[src/rtl/ibwm_pkg.sv]
`default_nettype none
package ibwm_pkg;

  // ----------------------------------------------------------------
  // Link framing
  // ----------------------------------------------------------------
  localparam logic [7:0] CMD_BURST_WRITE = 8'h28;
  localparam logic [3:0] BYTE_BITS       = 4'h8;
  localparam logic [7:0] ADDR_TOP        = 8'hff;

  // ----------------------------------------------------------------
  // Register map
  // ----------------------------------------------------------------
  localparam int NREG = 13;
  localparam logic [7:0] REG_OFS [NREG] = '{
    8'h00, 8'h01, 8'h02, 8'h03, 8'h04, 8'h05, 8'h07,
    8'h09, 8'h0b, 8'h0d, 8'h0f, 8'h10, 8'h11};
  localparam logic [7:0] REG_RST [NREG] = '{
    8'h81, 8'h00, 8'h00, 8'h00, 8'h00, 8'h00, 8'h00,
    8'h00, 8'h00, 8'h00, 8'h00, 8'h00, 8'h00};
  // Only digital_input_levels (index 9) is read-only
  localparam logic [NREG-1:0] REG_RO = 13'h0200;
  localparam int IDX_STATUS  = 0;
  localparam int IDX_GENERAL = 1;

  // ----------------------------------------------------------------
  // Write buffer
  // ----------------------------------------------------------------
  localparam int FIFO_DEPTH = 16;
  localparam int WORD_W     = 16;

  typedef enum logic [4:0] {
    ST_IDLE    = 5'h01,
    ST_DEVADDR = 5'h02,
    ST_CMD     = 5'h04,
    ST_REGADDR = 5'h08,
    ST_DATA    = 5'h10
  } ibwm_state_e;

endpackage
`default_nettype wire

[src/rtl/ibwm_stream_if.sv]
`timescale 1ns/1ps
`default_nettype none
interface ibwm_stream_if #(parameter int W = 16) ();
  logic         valid;
  logic         ready;
  logic [W-1:0] data;
  modport src (output valid, output data, input ready);
  modport snk (input valid, input data, output ready);
endinterface
`default_nettype wire

[src/rtl/ibwm_fifo.sv]
`timescale 1ns/1ps
`default_nettype none
module ibwm_fifo #(
  parameter int WIDTH = 16,
  parameter int DEPTH = 16
) (
  input  wire logic       clk,
  input  wire logic       rst_n,
  input  wire logic       ce,
  ibwm_stream_if.snk      in_s,
  ibwm_stream_if.src      out_s
);
  localparam int AW = $clog2(DEPTH);

  if (DEPTH < 2 || (1 << AW) != DEPTH) begin : g_chk_depth
    $error("ibwm_fifo: DEPTH must be a power of two of at least 2");
  end
  if ($bits(in_s.data) != WIDTH || $bits(out_s.data) != WIDTH) begin : g_chk_width
    $error("ibwm_fifo: stream width differs from WIDTH");
  end

  logic [WIDTH-1:0] mem [DEPTH];
  logic [AW:0]      wptr_reg;
  logic [AW:0]      rptr_reg;

  wire full  = (wptr_reg[AW] != rptr_reg[AW]) && (wptr_reg[AW-1:0] == rptr_reg[AW-1:0]);
  wire empty = (wptr_reg == rptr_reg);
  wire push  = in_s.valid & ~full;
  wire pop   = out_s.valid & out_s.ready;

  assign in_s.ready  = ~full;
  assign out_s.valid = ~empty;
  assign out_s.data  = mem[rptr_reg[AW-1:0]];

  always_ff @(posedge clk or negedge rst_n) begin
    if (!rst_n) begin
      wptr_reg <= '0;
      rptr_reg <= '0;
    end else if (ce) begin
      if (push) wptr_reg <= wptr_reg + 1'b1;
      if (pop)  rptr_reg <= rptr_reg + 1'b1;
    end
  end

  always_ff @(posedge clk) begin
    if (ce && push) mem[wptr_reg[AW-1:0]] <= in_s.data;
  end

endmodule
`default_nettype wire

[src/rtl/ibwm_regbank.sv]
`timescale 1ns/1ps
`default_nettype none
// Summary of operation
// - Command byte 0x28 after an addressed write selects the burst register write.
// - The register address byte names the first register that gets data.
// - Each further data byte goes to the next higher location; pointer steps by one.
// - Data aimed at an unmapped location is dropped and changes nothing.
// - After the pointer passes the top of the address space, all data is dropped.
// - A stop or repeated start closes the burst write.
// - Reset loads system status with 0x81 and every other register with zero.
// - Registers live at 0x0-0x5, 0x7, 0x9, 0xb, 0xd, 0xf, 0x10, 0x11 only.
module ibwm_regbank
  import ibwm_pkg::*;
#(
  // Arbitrary default; set per board
  parameter logic [6:0] DEV_ADDR = 7'h2a
) (
  input  wire logic       CLK,
  input  wire logic       RST_N,
  input  wire logic       CE,
  input  wire logic       SCL_I,
  output logic            SCL_O,
  output logic            SCL_OE_N,
  input  wire logic       SDA_I,
  output logic            SDA_O,
  output logic            SDA_OE_N,
  input  wire logic [7:0] GPI_LEVELS,
  input  wire logic       WR_HOLD,
  input  wire logic [7:0] RD_ADDR,
  output logic      [7:0] RD_DATA,
  output logic            BURST_ACTIVE
);
  import ibwm_pkg::*;

  // ----------------------------------------------------------------
  // Line sampling and bus conditions
  // ----------------------------------------------------------------
  logic              scl_q_reg;
  logic              sda_q_reg;
  ibwm_state_e       state_reg;
  ibwm_state_e       state_next;
  logic [3:0]        cnt_reg;
  logic [7:0]        shift_reg;
  logic              ack_phase_reg;
  logic              ack_ok_reg;
  logic              ack_drive_reg;
  logic [7:0]        ptr_reg;
  logic              ovf_reg;
  logic              pend_reg;
  logic [WORD_W-1:0] pdata_reg;
  logic              hold_reg;
  logic [7:0]        rd_data_reg;
  logic [7:0]        regs_reg [NREG];

  wire scl_rise  = SCL_I & ~scl_q_reg;
  wire scl_fall  = ~SCL_I & scl_q_reg;
  wire start_det = scl_q_reg & SCL_I & sda_q_reg & ~SDA_I;
  wire stop_det  = scl_q_reg & SCL_I & ~sda_q_reg & SDA_I;
  wire [7:0] byte_in = {shift_reg[6:0], SDA_I};
  wire byte_done = scl_rise & ~ack_phase_reg & (cnt_reg == BYTE_BITS - 4'h1) &
                   (state_reg != ST_IDLE) & ~start_det & ~stop_det;

  wire addr_ok = (byte_in[7:1] == DEV_ADDR) & ~byte_in[0];
  wire cmd_ok  = (byte_in == CMD_BURST_WRITE);

  // Reads are not served here, so only a write addressing is acknowledged
  always_comb begin
    state_next = state_reg;
    if (start_det) begin
      state_next = ST_DEVADDR;
    end else if (stop_det) begin
      state_next = ST_IDLE;
    end else if (byte_done) begin
      unique case (state_reg)
        ST_IDLE:    state_next = ST_IDLE;
        ST_DEVADDR: state_next = addr_ok ? ST_CMD : ST_IDLE;
        ST_CMD:     state_next = cmd_ok ? ST_REGADDR : ST_IDLE;
        ST_REGADDR: state_next = ST_DATA;
        ST_DATA:    state_next = ST_DATA;
      endcase
    end
  end

  wire byte_ack = (state_reg == ST_DEVADDR) ? addr_ok :
                  (state_reg == ST_CMD)     ? cmd_ok  : 1'b1;

  // ----------------------------------------------------------------
  // Map decode for the write pointer
  // ----------------------------------------------------------------
  logic [NREG-1:0] ptr_hit;
  for (genvar i = 0; i < NREG; i++) begin : g_ptr_hit
    assign ptr_hit[i] = (ptr_reg == REG_OFS[i]);
  end
  wire ptr_mapped = |ptr_hit;
  wire data_done  = byte_done & (state_reg == ST_DATA);
  wire push_keep  = ptr_mapped & ~ovf_reg;

  // ----------------------------------------------------------------
  // Byte engine
  // ----------------------------------------------------------------
  always_ff @(posedge CLK or negedge RST_N) begin
    if (!RST_N) begin
      scl_q_reg <= 1'b1;
      sda_q_reg <= 1'b1;
      state_reg <= ST_IDLE;
    end else if (CE) begin
      scl_q_reg <= SCL_I;
      sda_q_reg <= SDA_I;
      state_reg <= state_next;
    end
  end

  always_ff @(posedge CLK or negedge RST_N) begin
    if (!RST_N) begin
      cnt_reg       <= 4'h0;
      shift_reg     <= 8'h00;
      ack_phase_reg <= 1'b0;
      ack_ok_reg    <= 1'b0;
      ack_drive_reg <= 1'b0;
    end else if (CE) begin
      if (start_det || stop_det) begin
        cnt_reg       <= 4'h0;
        ack_phase_reg <= 1'b0;
        ack_drive_reg <= 1'b0;
      end else if (scl_rise && !ack_phase_reg && cnt_reg < BYTE_BITS) begin
        shift_reg <= byte_in;
        cnt_reg   <= cnt_reg + 4'h1;
        if (byte_done) ack_ok_reg <= byte_ack;
      end else if (scl_fall && ack_phase_reg) begin
        cnt_reg       <= 4'h0;
        ack_phase_reg <= 1'b0;
        ack_drive_reg <= 1'b0;
      end else if (scl_fall && cnt_reg == BYTE_BITS && state_reg != ST_IDLE) begin
        ack_phase_reg <= 1'b1;
        ack_drive_reg <= ack_ok_reg;
      end else if (scl_fall && cnt_reg == BYTE_BITS) begin
        cnt_reg <= 4'h0;
      end
    end
  end

  // ----------------------------------------------------------------
  // Write pointer and buffer feed
  // ----------------------------------------------------------------
  ibwm_stream_if #(.W(WORD_W)) push_if ();
  ibwm_stream_if #(.W(WORD_W)) pop_if ();

  assign push_if.valid = pend_reg;
  assign push_if.data  = pdata_reg;

  always_ff @(posedge CLK or negedge RST_N) begin
    if (!RST_N) begin
      ptr_reg <= 8'h00;
      ovf_reg <= 1'b0;
    end else if (CE) begin
      if (byte_done && state_reg == ST_REGADDR) begin
        ptr_reg <= byte_in;
        ovf_reg <= 1'b0;
      end else if (data_done) begin
        ptr_reg <= ptr_reg + 8'h01;
        if (ptr_reg == ADDR_TOP) ovf_reg <= 1'b1;
      end
    end
  end

  // A full buffer stretches the clock low instead of refusing the byte
  always_ff @(posedge CLK or negedge RST_N) begin
    if (!RST_N) begin
      pend_reg  <= 1'b0;
      pdata_reg <= '0;
      hold_reg  <= 1'b0;
    end else if (CE) begin
      if (data_done) begin
        pend_reg  <= push_keep;
        pdata_reg <= {ptr_reg, byte_in};
      end else if (push_if.ready) begin
        pend_reg <= 1'b0;
      end
      hold_reg <= (scl_fall | hold_reg) & pend_reg & ~push_if.ready;
    end
  end

  ibwm_fifo #(
    .WIDTH (WORD_W),
    .DEPTH (FIFO_DEPTH)
  ) u_fifo (
    .clk   (CLK),
    .rst_n (RST_N),
    .ce    (CE),
    .in_s  (push_if.snk),
    .out_s (pop_if.src)
  );

  // ----------------------------------------------------------------
  // Register file
  // ----------------------------------------------------------------
  assign pop_if.ready = ~WR_HOLD;
  wire       pop_fire = pop_if.valid & pop_if.ready;
  wire [7:0] pop_addr = pop_if.data[15:8];
  wire [7:0] pop_data = pop_if.data[7:0];
  wire [7:0] rd_acc [NREG+1];
  assign rd_acc[0] = 8'h00;

  for (genvar i = 0; i < NREG; i++) begin : g_regs
    wire wr_hit = pop_fire & (pop_addr == REG_OFS[i]) & ~REG_RO[i];
    always_ff @(posedge CLK or negedge RST_N) begin
      if (!RST_N) begin
        regs_reg[i] <= REG_RST[i];
      end else if (CE) begin
        if (REG_RO[i]) regs_reg[i] <= GPI_LEVELS;
        else if (wr_hit) regs_reg[i] <= pop_data;
      end
    end
    assign rd_acc[i+1] = rd_acc[i] | ((RD_ADDR == REG_OFS[i]) ? regs_reg[i] : 8'h00);
  end

  always_ff @(posedge CLK or negedge RST_N) begin
    if (!RST_N) rd_data_reg <= 8'h00;
    else if (CE) rd_data_reg <= rd_acc[NREG];
  end

  // Open-drain lines: only ever pull low
  assign SCL_O        = 1'b0;
  assign SCL_OE_N     = ~hold_reg;
  assign SDA_O        = 1'b0;
  assign SDA_OE_N     = ~ack_drive_reg;
  assign RD_DATA      = rd_data_reg;
  assign BURST_ACTIVE = (state_reg == ST_DATA);

  // ----------------------------------------------------------------
  // Checks
  // ----------------------------------------------------------------
  AST_RESET_STATUS: assert property (@(posedge CLK) $rose(RST_N) |->
    regs_reg[IDX_STATUS] == REG_RST[IDX_STATUS] &&
    regs_reg[IDX_GENERAL] == REG_RST[IDX_GENERAL])
    else $error("status register not 0x81 after reset");
  AST_CMD_SELECT: assert property (@(posedge CLK) disable iff (!RST_N)
    CE && byte_done && state_reg == ST_CMD |=> (state_reg == ST_REGADDR) == $past(cmd_ok))
    else $error("burst command decode wrong");
  AST_FIRST_PTR: assert property (@(posedge CLK) disable iff (!RST_N)
    CE && byte_done && state_reg == ST_REGADDR |=> ptr_reg == $past(byte_in) && !ovf_reg)
    else $error("start address not loaded");
  AST_PTR_STEP: assert property (@(posedge CLK) disable iff (!RST_N)
    CE && data_done |=> ptr_reg == $past(ptr_reg) + 8'h01)
    else $error("write pointer did not step by one");
  AST_UNMAPPED_DROP: assert property (@(posedge CLK) disable iff (!RST_N)
    CE && data_done && !ptr_mapped |=> !pend_reg)
    else $error("unmapped byte queued");
  AST_OVF_DROP: assert property (@(posedge CLK) disable iff (!RST_N)
    CE && data_done && ovf_reg |=> !pend_reg && ovf_reg)
    else $error("byte past address space queued");
  AST_CLOSE: assert property (@(posedge CLK) disable iff (!RST_N)
    CE && (stop_det || start_det) |=> state_reg != ST_DATA && !ack_drive_reg)
    else $error("burst not closed by stop or repeated start");
  AST_DATA_ACK: assert property (@(posedge CLK) disable iff (!RST_N)
    CE && scl_fall && !ack_phase_reg && cnt_reg == BYTE_BITS && state_reg == ST_DATA
    |=> !SDA_OE_N)
    else $error("data byte not acknowledged");
  AST_MAP_WRITE: assert property (@(posedge CLK) disable iff (!RST_N)
    CE && pop_fire && pop_addr == REG_OFS[IDX_GENERAL]
    |=> regs_reg[IDX_GENERAL] == $past(pop_data))
    else $error("mapped register not written");

  // ----------------------------------------------------------------
  // Refusal, acknowledge and back-pressure checks
  // ----------------------------------------------------------------
  // A refused frame must leave the data line to the host, or another
  // device on the same wires would see a false acknowledge
  AST_ADDR_REFUSE: assert property (@(posedge CLK) disable iff (!RST_N)
    CE && byte_done && state_reg == ST_DEVADDR && !addr_ok |=> state_reg == ST_IDLE)
    else $error("foreign or read address not refused");
  AST_CMD_REFUSE: assert property (@(posedge CLK) disable iff (!RST_N)
    CE && byte_done && state_reg == ST_CMD && !cmd_ok
    |=> state_reg == ST_IDLE && !BURST_ACTIVE)
    else $error("other command entered the burst write");
  AST_NO_FALSE_ACK: assert property (@(posedge CLK) disable iff (!RST_N)
    CE && scl_fall && !ack_phase_reg && cnt_reg == BYTE_BITS && state_reg == ST_IDLE
    |=> SDA_OE_N)
    else $error("refused byte acknowledged");
  AST_ACK_HELD: assert property (@(posedge CLK) disable iff (!RST_N)
    CE && ack_phase_reg && !scl_fall && !start_det && !stop_det
    |=> ack_drive_reg == $past(ack_drive_reg))
    else $error("acknowledge changed inside the ninth clock");
  AST_ACK_RELEASE: assert property (@(posedge CLK) disable iff (!RST_N)
    CE && scl_fall && ack_phase_reg |=> SDA_OE_N)
    else $error("acknowledge not released after ninth clock");
  // Stretching replaces a refusal, so it may only stand for a waiting byte
  AST_STRETCH_PEND: assert property (@(posedge CLK) disable iff (!RST_N)
    !SCL_OE_N |-> pend_reg)
    else $error("clock stretched with no byte waiting");
  AST_STRETCH_END: assert property (@(posedge CLK) disable iff (!RST_N)
    CE && hold_reg && push_if.ready |=> SCL_OE_N)
    else $error("clock still stretched after buffer space opened");
  AST_PUSH_WORD: assert property (@(posedge CLK) disable iff (!RST_N)
    CE && data_done && push_keep
    |=> pend_reg && pdata_reg == {$past(ptr_reg), $past(byte_in)})
    else $error("queued word does not pair pointer and data");
  AST_PTR_HOLD: assert property (@(posedge CLK) disable iff (!RST_N)
    CE && !data_done && !(byte_done && state_reg == ST_REGADDR) |=> $stable(ptr_reg))
    else $error("write pointer moved without a data byte");
  AST_WRAP_OVF: assert property (@(posedge CLK) disable iff (!RST_N)
    CE && data_done && ptr_reg == ADDR_TOP |=> ovf_reg)
    else $error("pointer passed the top without overflow");

endmodule
`default_nettype wire

[config.mk]
export PLATFORM = sky130hd
export DESIGN_NAME = ibwm_regbank
export DESIGN_NICKNAME = d
export VERILOG_FILES = /design/src/rtl/ibwm_pkg.sv /design/src/rtl/ibwm_stream_if.sv /design/src/rtl/ibwm_fifo.sv /design/src/rtl/ibwm_regbank.sv
export SDC_FILE = /design/constraint.sdc
export NUM_CORES = 1
export LEC_CHECK = 0
export ABC_CLOCK_PERIOD_IN_PS = 3010
export BUFFER_PORTS_ARGS = -buffer_cell sky130_fd_sc_hd__buf_2
export CORE_UTILIZATION = 30
export CTS_CLUSTER_SIZE = 30
export DETAILED_ROUTE_END_ITERATION = 8
export GPL_ROUTABILITY_DRIVEN = 0
export GPL_TIMING_DRIVEN = 0
export PLACE_DENSITY_LB_ADDON = 0.08
export SKIP_LAST_GASP = 1
export SYNTH_ARGS = -nofsm -noshare
export SYNTH_HDL_FRONTEND = slang
export SYNTH_SLANG_ARGS = --single-unit
[constraint.sdc]
create_clock -name CLK -period 3.01 [get_ports CLK]
set_input_delay 0.4515 -clock CLK [delete_from_list [all_inputs] [get_ports CLK]]
set_output_delay 0.4515 -clock CLK [all_outputs]
set_load 0.02 [all_outputs]
# == Yosys cells after proc, flatten, opt, wreduce, memory -nomap -nowiden ==
# Memories as Yosys holds them, arrays and structs flattened.
# Index checks and enable logic that the tools add are counted.
# op_classes
n_eq_ne,52
addsub,4
muxes,43
bitwise,58
n_lt_le_gt_ge,1
n_reduce_logical,43
# ops
operator,n
8-bit two-way mux,15
8-bit bitwise OR,12
"8-bit by 4-bit == test with 1-bit output, second input constant",11
"8-bit by 3-bit == test with 1-bit output, second input constant",9
"8-bit by 2-bit == test with 1-bit output, second input constant",6
"8-bit by 5-bit == test with 1-bit output, second input constant",6
2-bit AND reduction,18
1-bit bitwise AND,31
"8-bit by 1-bit == test with 1-bit output, second input constant",3
8-bit logical NOT,3
4-bit two-way mux,6
5-bit one-hot mux with 4 select lines,1
1-bit two-way mux,17
5-bit two-way mux,3
1-bit NOT,14
13-bit OR reduction,1
3-bit AND reduction,4
"5-bit by 1-bit adder with 5-bit output, second input constant",2
"8-bit by 1-bit adder with 8-bit output, second input constant",1
"8-bit by 6-bit == test with 1-bit output, second input constant",1
"8-bit == test, second input constant",1
1-bit logical AND,8
"7-bit by 6-bit == test with 1-bit output, second input constant",1
3-bit nonzero test,2
23 further kinds,25
# totals
mem_count,1
inputBits,22
out_inout_bits,13
reg_bits,170
ramBits,256
# memory_table
name,words,word_bits,read_ports,rd_ports_with_merged_regs,write_ports,line,text
u_fifo.mem,16,16,1,0,1,ibwm_fifo.sv:22,logic [WIDTH-1:0] mem [DEPTH];

# == Logic depth before layout (Yosys ltp) ==
# Gate-level depths: netlist of the first run.
# logic_depth
depth_word,14
depth_mapped,10
mapped_depth_nobuf,7

# == Modules after synthesis ==
# A second synthesis of the first run with hierarchy kept.
# hier_totals
hier_cells,1141
area_unflattened_um2,18157.4
# by_module_without_submodules
mod,cells_each,seq_area_each_um2,area_each_um2,n_inst
ibwm_fifo,510,7937.6,10507.6,1
ibwm_regbank,631,4010.1,7649.8,1

# == Worst setup path after synthesis of the first run ==
# Ideal clock, no wire load.
# synth_timing
path_type,register -> register
start,register u_fifo.rptr_reg[0]
end,register regs_reg[10] (netlist bit)
path_stages_with_launch,10
n_path_buf,3
required_ps,2885
setup_ps,125
synth_period_minus_slack_ps,3132
t_arrival_ps,3007
setup_slack_ps,-122
path_cell_list,dfrtp_1 > buf_6 > buf_12 > buf_2 > mux4_2 > a22o_1 > nor2_1 > nand2_1 > nor4b_4 > mux2_4
# synth_via
elab_chain_len,5
word_cells_on_any_way,7
classes_between,eq/ne (2); bitwise (3); reduce/logical (1); memory (1)
# synth_rtl
element,line,text
"start, declared",ibwm_fifo.sv:24,logic [AW:0] rptr_reg;
"start signal, assigned",ibwm_fifo.sv:41,if (pop) rptr_reg <= rptr_reg + 1'b1;
"parallel branches: the longest is 5 deep, another holds memory read 16 x 16 bit",--,
"end signal, assigned by index",ibwm_regbank.sv:208,regs_reg[i] <= REG_RST[i];
"end signal, assigned by index",ibwm_regbank.sv:211,else if (wr_hit) regs_reg[i] <= pop_data;
"end, declared",ibwm_regbank.sv:53,logic [7:0] regs_reg [NREG];
# Parallel ways; which one is timed is not known.
# A chain may end at the register's enable or synchronous reset.

# == Worst setup path after layout of the first run ==
# Ends and elaborated chain as after synthesis.

==> results of run 1 <==
-- what timing repair did --
action,CTS,global route
setup buffers,25,15
hold endpoints to repair,68,0
cloned,2,1
resized for setup,110,87
pin swaps,18,25
endpoints found under the setup margin,163,280
hold buffers,1,0
-- cells by family (layout without fill, tap and decap cells) --
kind of cell,after synthesis,after routing,share of synthesized area
buf+inv,80,253,0.0205
flops,426,426,0.662
mux,197,197,0.161
xor+xnor,14,14,0.00680
simple gates,274,274,0.0841
other cells,1,2,0.000208
fa+ha+maj,11,11,0.00763
compound gates,153,153,0.0572
-- worst paths after layout --
kind / to
worst min register to register: u_fifo.wptr_reg[4]$_DFFE_PN0P_
worst max-delay path: regs_reg[10]$_DFFE_PN0P_
min in group asynchronous: regs_reg[27]$_DFFE_PN0P_
worst min-delay path: regs_reg[26]$_DFFE_PN0P_
worst max register to register: regs_reg[10]$_DFFE_PN0P_
max in group asynchronous: u_fifo.rptr_reg[1]$_DFFE_PN0P_
-- worst register-to-register path, stage by stage (launching register included) --
cell      delay (ns)
dfrtp_2         0.46
buf_6           0.14
or4b_4          0.47
o311ai_4        0.10
o22ai_2         0.11
or4b_4          0.61
buf_12          0.19
nor4b_4         0.32
buf_12          0.19
mux2_4          0.30
-- routing by layer --
metal / vias to the layer above / share of wire / global-route usage / wire length, µm
li1: 4744 / - / - / -
met1: 5591 / 0.47 / 0.244 / 24800
met2: 190 / 0.47 / 0.277 / 24500
met3: 79 / 0.034 / 0.0271 / 1800
met4: 0 / 0.024 / 0.0500 / 1240
met5: - / 0 / 0 / 0
-- layout by cell type, fill, tap and decap left out, types with 25 or more instances in the layout --
cell type / Yosys / routed
clkbuf_1: 40 / 37
mux4_2: 57 / 58
dfrtp_1: 165 / 163
clkbuf_16: 0 / 51
nand3_1: 28 / 27
o21ai_0: 35 / 34
edfxtp_1: 256 / 256
nor2_1: 53 / 36
mux2_2: 111 / 55
mux2_4: 8 / 64
buf_4: 3 / 25
buf_2: 9 / 28
nand2_1: 91 / 86
-- layout make-up --
type | instances | area, µm² | share of cell area
clock inverters | 26 | 300 | 0.0134
plain buffers | 58 | 460 | 0.0206
clock buffers | 65 | 1320 | 0.0588
multi-input cells | 651 | 6360 | 0.284
well taps | 773 | 967 | 0.0432
flip-flops and latches | 426 | 12000 | 0.533
inverters | 18 | 67.6 | 0.00302
repair buffers | 86 | 978 | 0.0437
-- where the power goes --
group	internal, mW	total, mW	switching, mW
clock network	3.60	6.06	2.46
logic	1.45	3.26	1.80
registers	6.34	6.56	0.226
total	11.4	15.9	4.49
==> flow_metrics.py, run 1 <==
metrics = {
    "sta": {
        "worst_pin_slew_ns": 1.22,
        "relSlewSlack": 0.179,
        "finClkSkew_ns": 0.0292,
        "fin_hold_ws_ns": 0.0776,
        "max_freq_mhz": 332,
        "slew_violations": 0,
        "setup_viol": 5,
        "final.setup.worst_slack_ns": -0.00640,
        "rsz0062_at_grt": "yes",
        "fin_crit_sh": 1.00,
        "finalSetupTns_ns": -0.0139,
        "hold_viol": 0,
        "finalCriticalPeriod_ns": 3.02,
    },
    "clocking": {
        "clkLatencyLatePin_ns": 0.60,
        "numCtsBuffers": 49,
        "cts_tree": "done",
        "clock-sinks": 426,
        "clock_path_buffers": 3,
        "clk_pin_slew_ns": 0.06,
        "cts_max_level": 2,
        "clockRootBuffer": "clkbuf_16",
    },
    "synthesis": {
        "synth_top_cell_area_share": 0.426,
        "synth_seq_cells": 426,
        "synth_top_flop_cell": "edfxtp_1",
        "synthTopCellsByCount": "256 x edfxtp_1, 165 x dfrtp_1, 111 x mux2_2",
        "synth_cells": 1156,
        "ys_async_sr_fraction": 0.399,
        "synthTopCellsByArea": "edfxtp_1 43%, dfrtp_1 23%, mux4_2 7.1%, mux2_2 6.9%, nand2_1 1.9%",
        "yosys_warnings": 0,
        "synth_edf_count": 256,
        "yosysTopAreaCell": "edfxtp_1",
        "synth-seq-area-share": 0.662,
        "yosysMostFrequentCell": "edfxtp_1",
        "syn_area_mm2": 0.0180,
        "ys_types": 75,
        "avgSynthCellArea_um2": 15.6,
    },
    "final_layout": {
        "final_cell_area_mm2": 0.0224,
        "drive_gt1_frac": 0.335,
        "fillCellCount": 5586,
        "fin_nets": 1323,
        "antenna_cells": 0,
        "largest_register_ffs": 256,
        "area_growth_pct": 24.2,
        "layout.cells.non_filler": 2103,
        "postLayoutCoreUtil": 0.378,
    },
    "grt": {
        "grt_pass1_wl_mm": 76.8,
        "antenna_found_initial": 1,
        "grt_usage": 0.174,
        "grt_max_degree": 100,
        "grt_overflow": 0,
        "grt_pass1_vias": 10900,
    },
    "routing": {
        "drc": 10,
        "antenna_left": 0,
        "routed_wl_mm": 52.4,
        "vias": 10600,
        "dr.pass1.iters": 7,
        "drt-wirelength-per-cell_um": 24.9,
        "drt_iter0_markers": 710,
        "via_per_inst": 5.04,
    },
    "pwr": {
        "peakVddDrop_uv": 427,
        "power_density_mw_per_mm2": 709,
        "leakagePower_nw": 8.76,
        "totalPowerFinal_mw": 15.9,
    },
    "worst_setup_path": {
        "path_delay_family": "simple AND/OR/NAND/NOR gates",
        "reg2reg_from": "u_fifo.rptr_reg[0]$_DFFE_PN0P_",
        "r2r_cells": 9,
        "path_depth": 9,
        "cp_slowest_cell": "or4b_4",
        "crit_required_ns": 3.47,
        "cp_cell_sequence": "buf_6 > or4b_4 > o311ai_4 > o22ai_2 > or4b_4 > buf_12 > nor4b_4 > buf_12 > mux2_4",
        "start_kind": "flop",
        "cp_max_fo": 8,
        "cp-end-kind": "flop",
        "startpoint": "u_fifo.rptr_reg[0]$_DFFE_PN0P_",
        "critical_path_buf_inv_count": 3,
        "critPathKind": "reg2reg",
        "r2r_setup_slack_ns": -0.006,
        "cpPeakStageDelay_ns": 0.61,
        "critPathArrivalTime_ns": 3.48,
    },
    "place": {
        "place_worst_setup_slack_ns": -1.80,
        "hpwl_mm": 33.3,
        "io_buffers": 29,
        "postPlaceCellArea_mm2": 0.0195,
        "dp_cells": 1972,
    },
    "floorplanning": {
        "ioPinCount": 35,
        "num_rows": 89,
        "die-area_mm2": 0.0611,
        "die_w_um": 247,
        "core_area_mm2": 0.0592,
        "start_util": 0.305,
        "fp.dieH_um": 247,
    },
    "status": {
        "violations": "DRC, setup timing",
        "status": "finished with violations",
    },
    "run": {
        "maxCapViolations": 0,
    },
    "min_path": {
        "min_from": "GPI_LEVELS[2]",
        "hold_path_class": "in2reg",
        "hold_depth": 2,
    },
}
(Power assumes the default switching activity.)
==> inputs of run 2 (changes only) <==
--- a/config.mk
+++ b/config.mk
@@ -13,6 +13,7 @@
 export GPL_ROUTABILITY_DRIVEN = 0
 export GPL_TIMING_DRIVEN = 0
 export PLACE_DENSITY_LB_ADDON = 0.08
+export RECOVER_POWER = 25
 export SKIP_LAST_GASP = 1
 export SYNTH_ARGS = -nofsm -noshare
 export SYNTH_HDL_FRONTEND = slang
==> run 2 against run 1 <==
The run ends with DRC, capacitance limit, slew limit, setup timing left. Clock power about the same. Global-route usage stayed put. Design area about the same. Critical path type unchanged. Highest routed layer unchanged.
==> flow_metrics.py, run 2 (synthesis gave the netlist of run 1 again) <==
metrics = {
    "worst_setup_path": {
        "cp_slowest_cell": "or4b_4",
        "cp-end-kind": "flop",
        "path_delay_family": "simple AND/OR/NAND/NOR gates",
        "critPathKind": "reg2reg",
        "cp_max_fo": 8,
        "critical_path_buf_inv_count": 3,
        "crit_required_ns": 3.47,
        "cpPeakStageDelay_ns": 0.61,
        "start_kind": "flop",
        "startpoint": "u_fifo.rptr_reg[0]$_DFFE_PN0P_",
        "critPathArrivalTime_ns": 3.48,
        "reg2reg_from": "u_fifo.rptr_reg[0]$_DFFE_PN0P_",
        "cp_cell_sequence": "buf_6 > or4b_4 > o311ai_4 > o22ai_2 > or4b_4 > buf_12 > nor4b_4 > buf_12 > mux2_4",
    },
    "floorplanning": {
        "ioPinCount": 35,
        "die_w_um": 247,
        "core_area_mm2": 0.0592,
        "num_rows": 89,
        "die-area_mm2": 0.0611,
        "fp.dieH_um": 247,
        "start_util": 0.305,
    },
    "routing": {
        "antenna_left": 0,
        "routed_wl_mm": 52.4,
        "dr.pass1.iters": 7,
        "drt-wirelength-per-cell_um": 24.9,
        "drc": 10,
        "drt_iter0_markers": 710,
        "via_per_inst": 5.04,
        "vias": 10600,
    },
    "grt": {
        "grt_max_degree": 100,
        "grt_pass1_vias": 10900,
        "grt_overflow": 0,
        "grt_pass1_wl_mm": 76.8,
        "grt_usage": 0.174,
        "antenna_found_initial": 1,
    },
    "final_layout": {
        "antenna_cells": 0,
        "final_common_cell": "edfxtp_1",
        "fin_nets": 1323,
        "fillCellCount": 5587,
        "postLayoutCoreUtil": 0.378,
        "area_growth_pct": 24.1,
        "drive_gt1_frac": 0.335,
        "largest_register_ffs": 256,
        "mostFrequentLayoutCells": "256 x edfxtp_1, 163 x dfrtp_1, 86 x nand2_1",
    },
    "min_path": {
        "hold_path_class": "in2reg",
        "min_from": "GPI_LEVELS[2]",
    },
    "clocking": {
        "cts_max_level": 2,
        "clock_path_buffers": 3,
        "clkLatencyLatePin_ns": 0.60,
        "clk_pin_slew_ns": 0.06,
        "clock-sinks": 426,
        "numCtsBuffers": 49,
        "cts_tree": "done",
        "clockRootBuffer": "clkbuf_16",
    },
    "sta": {
        "finClkSkew_ns": 0.0292,
        "setup_viol": 5,
        "slew_violations": 72,
        "hold_viol": 0,
        "final.setup.worst_slack_ns": -0.00697,
        "finalSetupTns_ns": -0.0142,
        "fin_crit_sh": 1.00,
        "max_freq_mhz": 331,
        "worst_pin_slew_ns": 2.00,
        "finalCriticalPeriod_ns": 3.02,
        "relSlewSlack": -0.334,
        "rsz0062_at_grt": "yes",
    },
    "status": {
        "status": "finished with violations",
        "violations": "DRC, capacitance limit, slew limit, setup timing",
    },
    "pwr": {
        "peakVddDrop_uv": 427,
        "power_density_mw_per_mm2": 709,
        "totalPowerFinal_mw": 15.9,
        "leakagePower_nw": 8.76,
    },
    "run": {
        "maxCapViolations": 1,
    },
    "place": {
        "io_buffers": 29,
        "hpwl_mm": 33.3,
    },
}
## run 2: worst paths after layout
kind / endpoint / cells after the start / slack, ns
max: regs_reg[10]$_DFFE_PN0P_ / 9 / -0.007
min: regs_reg[26]$_DFFE_PN0P_ / 2 / 0.08
max reg2reg: regs_reg[10]$_DFFE_PN0P_ / 9 / -0.007
min reg2reg: u_fifo.wptr_reg[4]$_DFFE_PN0P_ / 1 / 0.49
max in group asynchronous: u_fifo.rptr_reg[1]$_DFFE_PN0P_ / 3 / 0.69
min in group asynchronous: regs_reg[27]$_DFFE_PN0P_ / 2 / 0.96
## run 2: through the flow
step / hold WS [ns] / std cells / setup slack (ns) / cell area [µm²]
floorplan: 0.156 / 1157 / 0.000668 / 18100
global placement: 0.476 / 1959 / -2.38 / 19200
detailed placement: 0.472 / 1972 / -1.80 / 19500
CTS: 0.0413 / 2088 / -0.0614 / 21900
global route: 0.0584 / 2103 / -0.105 / 22400
finish: 0.0777 / 2103 / -0.00697 / 22400
## run 2: report_power, final
| part | internal (mW) | total [mW] | switching (mW) |
|---|---|---|---|
| sequential | 6.34 | 6.56 | 0.226 |
| clock | 3.60 | 6.06 | 2.46 |
| combinational | 1.45 | 3.26 | 1.80 |
| total | 11.4 | 15.9 | 4.48 |
## run 2: area by class of cell
class                           instances  area (µm²)  share of cell area
Sequential cell                       426       12000               0.534
Clock buffer                           65        1320              0.0588
Clock inverter                         26         300              0.0134
Timing Repair Buffer                   86         968              0.0432
Tap cell                              773         967              0.0432
Buffer                                 58         460              0.0206
Inverter                               18        67.6             0.00302
Multi-Input combinational cell        651        6360               0.284
## run 2: per-layer routing
| layer | global-route usage | part of all wire |
|---|---|---|
| met1 | 0.244 | 0.47 |
| met5 | 0 | 0 |
| met2 | 0.277 | 0.47 |
| met3 | 0.0271 | 0.034 |
| met4 | 0.0500 | 0.024 |
## run 2: repair_timing
item / 4_1_cts / 5_1_grt
hold endpoints to repair: 68 / 0
resized for setup: 110 / 87
hold buffers: 1 / 0
pin swaps: 18 / 25
setup buffers: 25 / 15
setup endpoints to repair: 163 / 280
cloned: 2 / 1
## run 2: worst reg2reg max path, delay by kind of cell, from the launching register on
kind | cells | cell delay [ns]
buf+inv | 3 | 0.52
mux | 1 | 0.30
flops | 1 | 0.46
compound gates | 2 | 0.21
simple gates | 3 | 1.40
==> inputs of run 3 (changes only) <==
--- a/config.mk
+++ b/config.mk
@@ -5,6 +5,7 @@
 export SDC_FILE = /design/constraint.sdc
 export NUM_CORES = 1
 export LEC_CHECK = 0
+export ABC_AREA = 1
 export ABC_CLOCK_PERIOD_IN_PS = 3010
 export BUFFER_PORTS_ARGS = -buffer_cell sky130_fd_sc_hd__buf_2
 export CORE_UTILIZATION = 30
@@ -14,6 +15,7 @@
 export GPL_TIMING_DRIVEN = 0
 export PLACE_DENSITY_LB_ADDON = 0.08
 export RECOVER_POWER = 25
+export SKIP_CTS_REPAIR_TIMING = 1
 export SKIP_LAST_GASP = 1
 export SYNTH_ARGS = -nofsm -noshare
 export SYNTH_HDL_FRONTEND = slang
==> run 3 against run 2 <==
The run ends with capacitance limit, slew limit left. Register-to-register slack gained 0.02 ns. Die area rose by 4.7%. Worst hold slack got worse by 0.012 ns. Critical path type unchanged.
==> flow_metrics.py, run 3 <==
metrics = {
    "status": {
        "status": "finished with violations",
        "violations": "capacitance limit, slew limit",
    },
    "sta": {
        "max_freq_mhz": 334,
        "slew_violations": 62,
        "hold_viol": 0,
        "finClkSkew_ns": 0.0180,
        "setup_viol": 0,
        "rsz0062_at_grt": "yes",
        "fin_crit_sh": 0.995,
        "relSlewSlack": -0.177,
        "finalCriticalPeriod_ns": 2.99,
        "worst_pin_slew_ns": 1.77,
    },
    "run": {
        "maxCapViolations": 1,
    },
    "pwr": {
        "p_switching_mw": 7.54,
        "p_int_mw": 11.6,
        "power_density_mw_per_mm2": 852,
        "p_comb_frac": 0.329,
        "peakVddDrop_uv": 398,
        "clkPwrFrac": 0.302,
        "sw_frac_of_total": 0.393,
        "leakagePower_nw": 9.70,
        "seq_power_share": 0.369,
    },
    "final_layout": {
        "postLayoutCoreUtil": 0.363,
        "antenna_cells": 0,
        "layout.cells.non_filler": 2977,
        "area_growth_pct": 19.1,
        "mostFrequentLayoutCells": "567 x nand2_1, 256 x edfxtp_1, 185 x nor2_1",
        "fin_nets": 2134,
        "drive_gt1_frac": 0.127,
        "fillCellCount": 6301,
        "largest_register_ffs": 256,
        "final_common_cell": "nand2_1",
    },
    "worst_setup_path": {
        "crit_required_ns": 3.31,
        "cp-end-kind": "flop",
        "path_delay_family": "simple AND/OR/NAND/NOR gates",
        "cpMostUsedCell": "nand2_1",
        "cp_slowest_cell": "dfrtp_1",
        "cp_cell_sequence": "clkbuf_1 > inv_1 > clkbuf_4 > nand2_1 > nand2_1 > nor2_1 > nand3b_1 > nand2_1 > nor2_4 > nand2_1 > nor2_4 > buf_8",
        "cpPeakStageDelay_ns": 0.35,
        "start_kind": "flop",
        "critical_path_buf_inv_count": 4,
        "critPathKind": "reg2reg",
        "cp_max_fo": 10,
        "critPathArrivalTime_ns": 3.29,
    },
    "floorplanning": {
        "die-area_mm2": 0.0640,
        "core_area_mm2": 0.0619,
        "fp.dieH_um": 253,
        "num_rows": 91,
        "start_util": 0.305,
        "die_w_um": 253,
        "ioPinCount": 35,
    },
    "clocking": {
        "cts_tree": "done",
        "clock_path_buffers": 3,
        "clkLatencyLatePin_ns": 0.60,
        "clockRootBuffer": "clkbuf_16",
        "clock-sinks": 426,
        "clk_pin_slew_ns": 0.06,
        "numCtsBuffers": 51,
        "cts_max_level": 2,
    },
    "grt": {
        "grt_pass1_vias": 14200,
        "grt_pass1_wl_mm": 91.9,
        "grt_usage": 0.196,
        "grt_max_degree": 110,
        "grt_overflow": 0,
        "antenna_found_initial": 0,
    },
    "synthesis": {
        "synth_edf_count": 256,
        "synth_cells": 1973,
        "ys_async_sr_fraction": 0.399,
        "synth_top_flop_cell": "edfxtp_1",
        "yosysMostFrequentCell": "nand2_1",
        "synth_seq_cells": 426,
        "yosysTopAreaCell": "edfxtp_1",
        "syn_area_mm2": 0.0189,
        "avgSynthCellArea_um2": 9.58,
        "synthTopCellsByArea": "edfxtp_1 41%, dfrtp_1 22%, nand2_1 11%, nor2_1 4.0%, o21ai_0 4.0%",
        "synthTopCellsByCount": "568 x nand2_1, 256 x edfxtp_1, 202 x nor2_1",
        "synth_top_cell_area_share": 0.407,
        "synth-seq-area-share": 0.632,
        "ys_types": 40,
        "yosys_warnings": 0,
    },
    "routing": {
        "routed_wl_mm": 62.1,
        "antenna_left": 0,
        "dr.pass1.iters": 5,
        "drc": 0,
        "drt-wirelength-per-cell_um": 20.9,
        "via_per_inst": 4.83,
        "drt_iter0_markers": 1136,
        "vias": 14400,
    },
    "min_path": {
        "hold_path_class": "in2reg",
    },
    "place": {
        "dp_cells": 2850,
        "io_buffers": 32,
        "hpwl_mm": 40.7,
    },
}
-- run 3: through the flow --
step                      cell area [µm²]  setup TNS [ns]  power (mW)  worst slack [ns]  hold WS [ns]
after global routing                22500          -17.45        20.2            -0.141        0.0568
after detailed placement            20300         -167.50        13.2            -0.800         0.445
final                               22500               0        19.2            0.0157        0.0652
after CTS                           21900         -175.80        19.1            -0.815        -0.196
after floorplan                     18900               0        10.7             0.402         0.156
after global placement              20100         -686.18        13.2             -1.86         0.453
-- run 3: worst paths after layout --
kind                                                start                           to  slack (ns)  depth (start not counted)
max                        u_fifo.rptr_reg[2]$_DFFE_PN0P_  u_fifo.mem[14][6]$_DFFE_PP_        0.02                         12
min                                         GPI_LEVELS[1]     regs_reg[25]$_DFFE_PN0P_        0.07                          3
max reg2reg                u_fifo.rptr_reg[2]$_DFFE_PN0P_  u_fifo.mem[14][6]$_DFFE_PP_        0.02                         12
min reg2reg                     regs_reg[103]$_DFFE_PN1P_    regs_reg[103]$_DFFE_PN1P_        0.47                          2
max in group asynchronous                           RST_N       cnt_reg[2]$_DFFE_PN0P_        0.83                          3
min in group asynchronous                           RST_N     regs_reg[82]$_DFFE_PN0P_        0.85                          2
-- run 3: kinds of logic after synthesis --
| kind of cell | synth area share |
|---|---|
| compound gates | 0.0643 |
| xor+xnor | 0.00463 |
| fa+ha+maj | 0.00728 |
| buf+inv | 0.0617 |
| flops | 0.632 |
| other cells | 0.000198 |
| simple gates | 0.230 |
-- run 3: cell type report --
cell class                      instances  area (µm²)  area share
Clock buffer                           69        1380      0.0615
Timing Repair Buffer                   74         781      0.0347
Clock inverter                         23         149     0.00662
Multi-Input combinational cell       1268        6000       0.266
Sequential cell                       426       11900       0.531
Tap cell                              837        1050      0.0465
Inverter                              187         703      0.0312
Buffer                                 93         497      0.0221
-- run 3: layer usage --
layer | track usage | part of all wire
met2 | 0.316 | 0.46
met5 | 0 | 0
met4 | 0.0655 | 0.029
met3 | 0.0371 | 0.053
met1 | 0.265 | 0.46
-- run 3: tightest hold or removal path: stages --
cell     delay (ns)
buf_2          0.08
nand2_1        0.05
nand2_1        0.05
-- run 3: power by group through the flow --
| stage | Combinational [mW] | Sequential [mW] | Clock [mW] |
|---|---|---|---|
| after CTS | 6.08 | 7.06 | 5.94 |
| after detailed placement | 6.07 | 7.17 | 0 |
| final | 6.31 | 7.08 | 5.79 |
| after global placement | 6.04 | 7.16 | 0 |
| after floorplan | 3.62 | 7.09 | 0 |
| after global routing | 6.95 | 7.15 | 6.13 |
